==> src/rtl/bss_pkg.sv <==
// How it works
// Host setting battery_switch_disable forces the battery switch off (ship mode).
// Ship entry is immediate, or delayed 8 s when ship_entry_delay_sel is set.
// In ship mode without input, valid input voltage re-enables the switch.
// Wake button low for 1 s after a fall exits ship mode.
// With input present, clearing battery_switch_disable re-enables the switch.
// register_reset returns all control bits to defaults, clearing the disable bit.
// No input, disable clear, cycle enabled, button low 16 s: switch off 250 ms.
// With power_cycle_enable clear, long button presses never power cycle.
// Without input, toggling the disable bit opens then closes the switch.
// Good input after detection sets input_good_flag and drives input_good_n low.
// Input good needs range, above battery, load test and detection done.
// Charge pin low while charging, released when done, disabled or sleeping.
// Charge pin blinks at 1 Hz while charging or boost is suspended by faults.
// Charge indicator configuration 11 disables the charge pin.
// Each state update sends one 256 us low pulse on host_irq_n. An update during a running pulse sends no pulse of its own.
// Faults, charge done, source found, input good entry and exit interrupt.
// Voltage or current limit loop entry interrupts, and only it is maskable.
// A fault pulses once and latches its bits until the host reads them.
// No new fault pulse until read and all earlier faults cleared.
// First read gives history, next read gives only live faults.
// Thermistor fault field always shows the live condition.
// Fault register is accessed by single-register transactions only.
// Host reaches the control bits through an I2C target at address 0x6B.
// Wake button is synchronised and timed; any high restarts both timers.
// The 1 Hz blink has roughly equal high and low halves.
package bss_pkg;
  localparam int CLK_HZ = 100_000_000;
  localparam int TICK_HZ = 1000;
  localparam int TICK_DIV = CLK_HZ / TICK_HZ;
  localparam int SHIP_DELAY_MS = 8000;
  localparam int EXIT_DEGLITCH_MS = 1000;
  localparam int RESET_HOLD_MS = 16000;
  localparam int POWER_OFF_MS = 250;
  localparam int BLINK_HALF_MS = 500;
  localparam int IRQ_PULSE_US = 256;
  localparam int IRQ_PULSE_CYC = IRQ_PULSE_US * (CLK_HZ / 1_000_000);
  localparam int MS_W = 15;
  localparam logic [1:0] IND_OFF_CFG = 2'h3;
  localparam logic [7:0] FAULT_RESET = 8'h00;
  localparam logic [6:0] I2C_TARGET_ADDR = 7'h6B;

  typedef struct packed {
    logic in_range;
    logic above_battery;
    logic load_test_ok;
    logic detect_done;
  } bss_input_s;

  typedef struct packed {
    logic charging;
    logic charge_done;
    logic chg_suspend_fault;
    logic boost_suspend_fault;
  } bss_charge_s;

  typedef enum logic [1:0] {
    SW_ON,
    SW_SHIP_WAIT,
    SW_SHIP,
    SW_CYCLE_OFF
  } bss_sw_e;
endpackage

==> src/rtl/bss_switch_ctrl.sv <==
`timescale 1ns/1ns
`default_nettype none
module bss_switch_ctrl #(
  parameter int SHIP_MS = bss_pkg::SHIP_DELAY_MS,
  parameter int EXIT_MS = bss_pkg::EXIT_DEGLITCH_MS,
  parameter int HOLD_MS = bss_pkg::RESET_HOLD_MS,
  parameter int OFF_MS = bss_pkg::POWER_OFF_MS,
  parameter int BLINK_MS = bss_pkg::BLINK_HALF_MS,
  parameter int TICK_DIV = bss_pkg::TICK_DIV,
  parameter int IRQ_CYC = bss_pkg::IRQ_PULSE_CYC
) (
  input wire logic clock,
  input wire logic reset_n,
  input wire logic battery_switch_disable,
  input wire logic ship_entry_delay_sel,
  input wire logic power_cycle_enable,
  input wire logic register_reset,
  input wire logic [1:0] charge_indicator_cfg,
  input wire logic wake_button_n,
  input wire bss_pkg::bss_input_s input_status,
  input wire bss_pkg::bss_charge_s charge_status,
  input wire logic source_identified,
  input wire logic limit_loop_active,
  input wire logic limit_irq_mask,
  input wire logic [7:0] fault_live,
  input wire logic thermistor_fault_live,
  input wire logic fault_read,
  output logic battery_switch_on,
  output logic disable_clear_req,
  output logic input_good_flag,
  output logic input_good_n,
  output logic charge_ind_o,
  output logic charge_ind_oe,
  output logic [7:0] fault_register,
  output logic host_irq_n
);
  // ========================================
  // Reset release and enables
  logic [1:0] rst_sync_q;
  logic rst_n;
  logic tick;

  always_ff @(posedge clock or negedge reset_n)
  begin
    if (!reset_n)
      rst_sync_q <= 2'b00;
    else
      rst_sync_q <= {rst_sync_q[0], 1'b1};
  end
  assign rst_n = rst_sync_q[1];

  bss_ms_tick #(.DIV(TICK_DIV)) u_tick (
    .clock(clock),
    .rst_n(rst_n),
    .tick(tick)
  );

  // ========================================
  // Wake button timing
  logic [1:0] btn_sync_q;
  logic btn_low;
  logic [bss_pkg::MS_W-1:0] low_ms_q;
  logic [bss_pkg::MS_W-1:0] low_ms_d;
  logic exit_done_q;
  logic exit_done_d;
  logic cyc_done_q;
  logic cyc_done_d;
  logic exit_hit;
  logic hold_hit;

  always_ff @(posedge clock or negedge rst_n)
  begin
    if (!rst_n)
      btn_sync_q <= 2'b11;
    else
      btn_sync_q <= {btn_sync_q[0], wake_button_n};
  end
  assign btn_low = !btn_sync_q[1];

  // Counter saturates; any high level restarts both measurements
  always_comb
  begin
    low_ms_d = low_ms_q;
    exit_done_d = exit_done_q;
    cyc_done_d = cyc_done_q;
    if (!btn_low)
    begin
      low_ms_d = '0;
      exit_done_d = 1'b0;
      cyc_done_d = 1'b0;
    end
    else if (tick && low_ms_q != '1)
      low_ms_d = low_ms_q + 1'b1;
    if (exit_hit)
      exit_done_d = 1'b1;
    if (hold_hit)
      cyc_done_d = 1'b1;
  end

  always_ff @(posedge clock or negedge rst_n)
  begin
    if (!rst_n)
    begin
      low_ms_q <= '0;
      exit_done_q <= 1'b0;
      cyc_done_q <= 1'b0;
    end
    else
    begin
      low_ms_q <= low_ms_d;
      exit_done_q <= exit_done_d;
      cyc_done_q <= cyc_done_d;
    end
  end

  // Both fire once per press, so a held button acts only once
  assign exit_hit = btn_low && !exit_done_q && low_ms_q >= bss_pkg::MS_W'(EXIT_MS);
  assign hold_hit = btn_low && !cyc_done_q && low_ms_q >= bss_pkg::MS_W'(HOLD_MS);

  // ========================================
  // Battery switch state machine
  logic in_good;
  logic good_q;
  bss_pkg::bss_sw_e sw_q;
  bss_pkg::bss_sw_e sw_d;
  logic [bss_pkg::MS_W-1:0] sw_ms_q;
  logic [bss_pkg::MS_W-1:0] sw_ms_d;
  logic clr_req_d;
  logic clr_req_q;

  assign in_good = input_status.in_range && input_status.above_battery
    && input_status.load_test_ok && input_status.detect_done;

  always_comb
  begin
    sw_d = sw_q;
    sw_ms_d = sw_ms_q;
    clr_req_d = 1'b0;
    case (sw_q)
      bss_pkg::SW_ON:
      begin
        sw_ms_d = '0;
        if (battery_switch_disable && !register_reset)
          sw_d = ship_entry_delay_sel ? bss_pkg::SW_SHIP_WAIT : bss_pkg::SW_SHIP;
        else if (hold_hit && power_cycle_enable && !input_status.in_range)
          sw_d = bss_pkg::SW_CYCLE_OFF;
      end
      bss_pkg::SW_SHIP_WAIT:
      begin
        if (!battery_switch_disable || register_reset)
          sw_d = bss_pkg::SW_ON;
        else if (tick)
        begin
          sw_ms_d = sw_ms_q + 1'b1;
          if (sw_ms_q == bss_pkg::MS_W'(SHIP_MS - 1))
            sw_d = bss_pkg::SW_SHIP;
        end
      end
      bss_pkg::SW_SHIP:
      begin
        // Input and button exits ask the register side to clear the disable bit
        if (!battery_switch_disable || register_reset)
          sw_d = bss_pkg::SW_ON;
        // Only a fresh arrival of input wakes; input present at entry would bounce back
        else if ((in_good && !good_q) || exit_hit)
        begin
          sw_d = bss_pkg::SW_ON;
          clr_req_d = 1'b1;
        end
      end
      bss_pkg::SW_CYCLE_OFF:
      begin
        if (tick)
        begin
          sw_ms_d = sw_ms_q + 1'b1;
          if (sw_ms_q == bss_pkg::MS_W'(OFF_MS - 1))
            sw_d = bss_pkg::SW_ON;
        end
      end
      default: sw_d = bss_pkg::SW_ON;
    endcase
  end

  always_ff @(posedge clock or negedge rst_n)
  begin
    if (!rst_n)
    begin
      sw_q <= bss_pkg::SW_ON;
      sw_ms_q <= '0;
      clr_req_q <= 1'b0;
    end
    else
    begin
      sw_q <= sw_d;
      sw_ms_q <= sw_ms_d;
      clr_req_q <= clr_req_d;
    end
  end

  assign battery_switch_on = (sw_q == bss_pkg::SW_ON) || (sw_q == bss_pkg::SW_SHIP_WAIT);
  assign disable_clear_req = clr_req_q;

  a_cycle_gated: assert property (@(posedge clock) disable iff (!rst_n)
    (sw_q == bss_pkg::SW_ON && $past(sw_q) != bss_pkg::SW_CYCLE_OFF
     && sw_d == bss_pkg::SW_CYCLE_OFF) |-> power_cycle_enable)
    else $error("power cycle without enable");
  a_ship_now: assert property (@(posedge clock) disable iff (!rst_n)
    (sw_q == bss_pkg::SW_ON && battery_switch_disable && !register_reset
     && !ship_entry_delay_sel) |=> !battery_switch_on)
    else $error("switch not opened at once");

  // ========================================
  // Input good and charge indicator
  logic [bss_pkg::MS_W-1:0] blink_ms_q;
  logic [bss_pkg::MS_W-1:0] blink_ms_d;
  logic blink_q;
  logic blink_d;
  logic suspended;

  assign suspended = charge_status.chg_suspend_fault || charge_status.boost_suspend_fault;

  always_comb
  begin
    blink_ms_d = blink_ms_q;
    blink_d = blink_q;
    if (!suspended)
    begin
      blink_ms_d = '0;
      blink_d = 1'b0;
    end
    else if (tick)
    begin
      if (blink_ms_q == bss_pkg::MS_W'(BLINK_MS - 1))
      begin
        blink_ms_d = '0;
        blink_d = !blink_q;
      end
      else
        blink_ms_d = blink_ms_q + 1'b1;
    end
  end

  always_ff @(posedge clock or negedge rst_n)
  begin
    if (!rst_n)
    begin
      good_q <= 1'b0;
      blink_ms_q <= '0;
      blink_q <= 1'b0;
    end
    else
    begin
      good_q <= in_good;
      blink_ms_q <= blink_ms_d;
      blink_q <= blink_d;
    end
  end

  assign input_good_flag = good_q;
  assign input_good_n = !good_q;
  // Open drain: drive low only; high means released
  assign charge_ind_o = 1'b0;
  assign charge_ind_oe = (charge_indicator_cfg != bss_pkg::IND_OFF_CFG)
    && (suspended ? blink_q : (charge_status.charging && !charge_status.charge_done));

  a_ind_off: assert property (@(posedge clock) disable iff (!rst_n)
    (charge_indicator_cfg == bss_pkg::IND_OFF_CFG) |-> !charge_ind_oe)
    else $error("charge pin driven while disabled");

  // ========================================
  // Fault latch and interrupt sources
  logic [7:0] fault_q;
  logic [7:0] fault_d;
  logic fault_armed_q;
  logic fault_armed_d;
  logic good_prev_q;
  logic done_prev_q;
  logic loop_prev_q;
  logic fault_evt;
  logic fire;

  // Fault bit 0 carries the live thermistor condition
  assign fault_evt = |(fault_live & ~fault_q) || (thermistor_fault_live && !fault_q[0]);

  always_comb
  begin
    fault_d = fault_q | fault_live;
    fault_armed_d = fault_armed_q;
    if (fault_read)
    begin
      fault_d = fault_live;
      if (fault_q == bss_pkg::FAULT_RESET)
        fault_armed_d = 1'b1;
    end
    if (fault_evt && fault_armed_q)
      fault_armed_d = 1'b0;
    if (register_reset)
    begin
      fault_d = fault_live;
      fault_armed_d = 1'b1;
    end
    fault_d[0] = thermistor_fault_live;
  end
  always_ff @(posedge clock or negedge rst_n)
  begin
    if (!rst_n)
    begin
      fault_q <= bss_pkg::FAULT_RESET;
      fault_armed_q <= 1'b1;
      good_prev_q <= 1'b0;
      done_prev_q <= 1'b0;
      loop_prev_q <= 1'b0;
    end
    else
    begin
      fault_q <= fault_d;
      fault_armed_q <= fault_armed_d;
      good_prev_q <= good_q;
      done_prev_q <= charge_status.charge_done;
      loop_prev_q <= limit_loop_active;
    end
  end

  // Read returns the history, one single-register access at a time
  assign fault_register = fault_q;
  assign fire = (fault_evt && fault_armed_q)
    || (charge_status.charge_done && !done_prev_q)
    || source_identified
    || (good_q != good_prev_q)
    || (limit_loop_active && !loop_prev_q && !limit_irq_mask);

  bss_irq_pulse #(.WIDTH(IRQ_CYC)) u_irq (
    .clock(clock),
    .rst_n(rst_n),
    .fire(fire),
    .irq_n(host_irq_n)
  );

  a_fault_hold: assert property (@(posedge clock) disable iff (!rst_n)
    (!fault_read && !register_reset && fault_q[7]) |=> fault_q[7])
    else $error("latched fault lost before read");
  a_irq_follow: assert property (@(posedge clock) disable iff (!rst_n)
    (fire && host_irq_n) |=> !host_irq_n)
    else $error("interrupt pulse not started");
  a_good_pin: assert property (@(posedge clock) disable iff (!rst_n)
    input_good_flag != input_good_n)
    else $error("good flag and pin disagree");
endmodule // bss_switch_ctrl
`default_nettype wire

==> src/rtl/bss_ms_tick.sv <==
`timescale 1ns/1ns
`default_nettype none
// ========================================
// Millisecond enable divider
module bss_ms_tick #(
  parameter int DIV = bss_pkg::TICK_DIV
) (
  input wire logic clock,
  input wire logic rst_n,
  output logic tick
);
  logic [31:0] cnt_q;
  logic [31:0] cnt_d;

  always_comb
  begin
    if (cnt_q == 32'(DIV - 1))
      cnt_d = 32'h0;
    else
      cnt_d = cnt_q + 32'h1;
  end

  always_ff @(posedge clock or negedge rst_n)
  begin
    if (!rst_n)
      cnt_q <= 32'h0;
    else
      cnt_q <= cnt_d;
  end

  assign tick = (cnt_q == 32'(DIV - 1));
endmodule // bss_ms_tick
`default_nettype wire

==> src/rtl/bss_irq_pulse.sv <==
`timescale 1ns/1ns
`default_nettype none
// ========================================
// Fixed width low pulse on the host interrupt
module bss_irq_pulse #(
  parameter int WIDTH = bss_pkg::IRQ_PULSE_CYC
) (
  input wire logic clock,
  input wire logic rst_n,
  input wire logic fire,
  output logic irq_n
);
  logic [15:0] cnt_q;
  logic [15:0] cnt_d;

  // A request during a running pulse merges into it; the host re-reads anyway
  always_comb
  begin
    if (cnt_q != 16'h0)
      cnt_d = cnt_q - 16'h1;
    else if (fire)
      cnt_d = 16'(WIDTH);
    else
      cnt_d = cnt_q;
  end

  always_ff @(posedge clock or negedge rst_n)
  begin
    if (!rst_n)
      cnt_q <= 16'h0;
    else
      cnt_q <= cnt_d;
  end

  assign irq_n = (cnt_q == 16'h0);

  a_pulse_width: assert property (@(posedge clock) disable iff (!rst_n)
    $fell(irq_n) |-> !irq_n [*8])
    else $error("interrupt pulse too short");
endmodule // bss_irq_pulse
`default_nettype wire

==> config.mk <==
export PLATFORM = sky130hd
export DESIGN_NAME = bss_switch_ctrl
export DESIGN_NICKNAME = d
export VERILOG_FILES = /design/src/rtl/bss_pkg.sv /design/src/rtl/bss_switch_ctrl.sv /design/src/rtl/bss_ms_tick.sv /design/src/rtl/bss_irq_pulse.sv
export SDC_FILE = /design/constraint.sdc
export NUM_CORES = 1
export LEC_CHECK = 0
export ABC_AREA = 1
export BUFFER_PORTS_ARGS = -buffer_cell sky130_fd_sc_hd__buf_2
export CORE_MARGIN = 3
export CORE_UTILIZATION = 40
export DETAILED_ROUTE_END_ITERATION = 10
export PLACE_DENSITY_LB_ADDON = 0.2
export REMOVE_ABC_BUFFERS = 1
export SETUP_SLACK_MARGIN = 0.3
export SYNTH_ARGS = -nofsm -noshare
export SYNTH_HDL_FRONTEND = slang
export SYNTH_SLANG_ARGS = --single-unit
==> constraint.sdc <==
create_clock -name clock -period 3.8 [get_ports clock]
set_clock_uncertainty 0.2 [all_clocks]
set_input_delay 0.76 -clock clock [delete_from_list [all_inputs] [get_ports clock]]
set_output_delay 0.76 -clock clock [all_outputs]
set_load 0.02 [all_outputs]
==> key figures <==
Outcome
  – Status: finished, final reports clean

Synthesis
  – Top cells by count, synth: 239 x nand2_1, 152 x nor2_1, 120 x inv_1
  – Post-synthesis register bit count: 116
  – Top FF cell, synth: dfrtp_1
  – Async SR Flop Fraction: 100.0%
  – Netlist cell types: 39
  – Post-synth EDFFs: 0
  – Most common cell in the synthesized netlist: nand2_1
  – Mapped Cells: 930
  – Register area share after synthesis: between 40% and 50%
  – Mapped cell area: roughly 6800 um2
  – Top post-synthesis cells by area: dfrtp_1 42%, nand2_1 13%, nor2_1 8.4%, inv_1 6.7%, xor2_1 6.0%
  – Largest area contributor in the netlist: dfrtp_1
  – Syn Area/Cell: slightly above 7 um2
  – Post-synth top area share: between 40% and 50%
  – Synth warn: 0

Detailed routing
  – Via density per instance: approximately 4.8
  – DRC: 0
  – WL final: roughly 15000 um
  – Iteration-0 DRC Markers: 420
  – Routed vias: around 5800
  – ANT nets after route: 0
  – DR WL/cell: 12.36 um
  – First-pass DRT Iterations: 5

Power
  – Sw Pwr: 0.8128 mW
  – Power Dens Cells: 409.7 nW/um2
  – Clock power frac: slightly below 50%
  – Sw frac: between 20% and 30%
  – Max VDD drop: between 0.3 and 0.4 mV
  – Sequential power share: between 40% and 50%
  – Int Power: between 2 and 2.5 mW
  – Comb power frac: approximately a tenth
  – Leakage: ~3.7 nW

Layout
  – Share of cells above drive strength 1: about a tenth
  – Final net count: slightly above 1000
  – Area growth syn-to-layout: 14.87%
  – Layout Utilization: a little under half
  – Number of diodes: 0
  – Fillers: roughly 1600
  – Register area: just under 3000 um2
  – Area occupied by multi-input gates: between 3000 and 4000 um2

Clocking
  – Htree depth: 4
  – Postcts setup bufs: 0
  – Skew-Pair Late Insertion Delay: ~410 ps
  – Clock-pin slew on the worst setup and hold paths: ~50 ps
  – Sink Count: 116
  – Clock Tree Root: clkbuf_16
  – Cts repair resizes: 0
  – TritonCTS clock tree: yes
  – Total CTS buffers: 17
  – Maximum clock insertion buffer count: 2
  – CTS Hold Bufs: 1

STA
  – Tcrit/Tclk final: around four fifths
  – Rel. slew slack: about half
  – RSZ-0062 raised after global routing: no
  – Final hold vios: 0
  – Final setup vio count: 0
  – Fin Setup TNS: 0 ps
  – Maximum clock frequency: approximately 330 MHz
  – Fin crit period: approximately 3000 ps
  – Least-Margin Pin Slew: approximately 760 ps
  – Max Slew Vio Count: 0

Global route
  – First-pass GRT wire length: 26000 um
  – Initial antenna violation count: 0
  – Largest net degree at the start of global routing: just under 60
  – Met1 usage: 23.98%
  – GRT busiest layer: met2
  – Grt total ovfl: 0
  – Grt met2 use: between 20 and 30%
  – Vias in the first global route: between 5000 and 6000
  – Gr usage total: between 10% and 20%
  – GRT met3 Usage: under 10%

Critical path
  – Worst path cell trace: inv_1 -> ha_1 -> inv_1 -> nor3_1 -> nand3_1 -> inv_1 -> buf_2
  – Required @ worst endpoint: between 2000 and 3000 ps
  – Worst reg2reg path depth: 8
  – Crit path max fanout: 7
  – R2r startpoint: u_tick.cnt_q[0]
  – RR Endpoint: low_ms_q[11]
  – CP startpoint kind: register
  – Worst-path cell with the longest stage delay: dfrtp_1
  – Internal reg-to-reg setup slack: 1240 ps
  – Crit end category: output pin
  – Worst Path Buf+Inv: 4
  – Critical path arrival: approximately 2000 ps
  – Top delay family on crit path: buffers and inverters
  – Crit path top cell by count: inv_1
  – CP peak stage delay: between 300 and 400 ps
  – WS Path Type: register to output pin

Placed design
  – Buffers on Ports: 43
  – RePlAce Congestion: between 0.9 and 1
  – Post-DP HPWL: between 10000 and 15000 um

Min path
  – Hold path startpoint: btn_sync_q[0]
  – Worst min-delay path class: register to register
  – Hold Crit Depth: 0
  – Hold EP: btn_sync_q[1]

Floorplan
  – Die ar.: between 15000 and 20000 um2
  – Ports: 45
  – Die width: approximately 140 um
  – Rows: 46
  – Core footprint: between 15000 and 20000 um2
  – Initial Util: 41.64%
  – Die height: between 100 and 150 um

Flow run
  – Max_cap viols: 0
==> cell families after synthesis <==
family                   count (synthesis)  share of synthesized area [%]
buffers and inverters                  137                          8.165
AO/OA/AOI/OAI                           62                          5.203
adder cells (fa/ha/maj)                  8                          1.481
flip-flops                             116                          43.01
AND/OR/NAND/NOR                        551                          35.03
XOR/XNOR                                54                          6.999
other                                    2                         0.1111
==> final cells by class <==
cell class / instances / share of cell area (%)
Clock buffer: 22 / 6.109
Clock inverter: 10 / 1.354
Inverter: 122 / 5.899
Multi-Input combinational cell: 677 / 42.50
Sequential cell: 116 / 37.49
Tap cell: 216 / 3.482
Timing Repair Buffer: 45 / 3.159
==> worst register-to-register path, delay by kind of cell (launching register included) <==
family	cells	cell delay [ps]
simple gates	6	1490
compound gates	1	160
flops	1	360
fa+ha+maj	1	200
==> metal layers <==
layer | share of wire (%) | vias to the layer above
li1 | - | 3036
met1 | 49 | 2645
met2 | 44 | 122
met3 | 6.1 | 10
met4 | 0.80 | 0
met5 | 0 | -
==> how the worst max path moves through the flow <==
| stage | end | cells past startpoint | from | slack, ps |
|---|---|---|---|---|
| 2_1_floorplan | blink_ms_q[0] | 0 | rst_sync_q[1] | 130 |
| 3_3_place_gp | charge_ind_oe | 6 | charge_status[0] | 930 |
| 3_5_place_dp | charge_ind_oe | 6 | charge_status[0] | 900 |
| 4_1_cts | host_irq_n | 7 | u_irq.cnt_q[0] | 770 |
| 5_1_grt | host_irq_n | 7 | u_irq.cnt_q[0] | 590 |
| 6_report | host_irq_n | 7 | u_irq.cnt_q[0] | 810 |
==> state kept, by name (all words and copies together) (netlist names), 2 cells and up <==
signal and flops:
rst_sync_q 2, low_ms_q 15, sw_q 2, fault_register 8, sw_ms_q 15, blink_ms_q 15
u_tick.cnt_q 32, btn_sync_q 2, u_irq.cnt_q 16
==> power by group through the flow <==
stage / Combinational, mW / Clock [mW] / Sequential (mW)
after global routing: 0.353 / 1.66 / 1.33
after floorplan: 0.199 / 0 / 1.34
final: 0.309 / 1.55 / 1.32
after global placement: 0.309 / 0 / 1.34
after CTS: 0.313 / 1.59 / 1.32
after detailed placement: 0.312 / 0 / 1.34
==> cells in the final DEF (no fill, tap or decap), drive strengths merged, types with 4 or more instances in the layout <==
cell type | Yosys | layout
nor2 | 160 | 160
o21bai | 8 | 8
xnor2 | 8 | 8
nand3 | 70 | 70
clkinv | 0 | 6
a21oi | 13 | 13
xor2 | 46 | 46
nand4 | 21 | 21
nand3b | 4 | 4
ha | 8 | 8
dfrtp | 113 | 113
clkbuf | 5 | 22
nor3 | 42 | 42
nand2 | 244 | 244
o21ai | 32 | 32
nor4 | 5 | 5
buf | 10 | 44
inv | 122 | 122
==> through the flow <==
stage	hold slack [ps]	area, um2	std cells	total power, mW	setup slack [ps]
after floorplan	131.2	6664	915	1.542	134.4
after global placement	137.4	7173	1175	1.647	930.6
after detailed placement	145.7	7173	1175	1.651	901.0
after CTS	155.7	7762	1208	3.225	773.2
after global routing	157.7	7762	1208	3.340	587.0
final	154.1	7762	1208	3.181	806.1
Note: power is estimated with default switching activity, not from simulation.
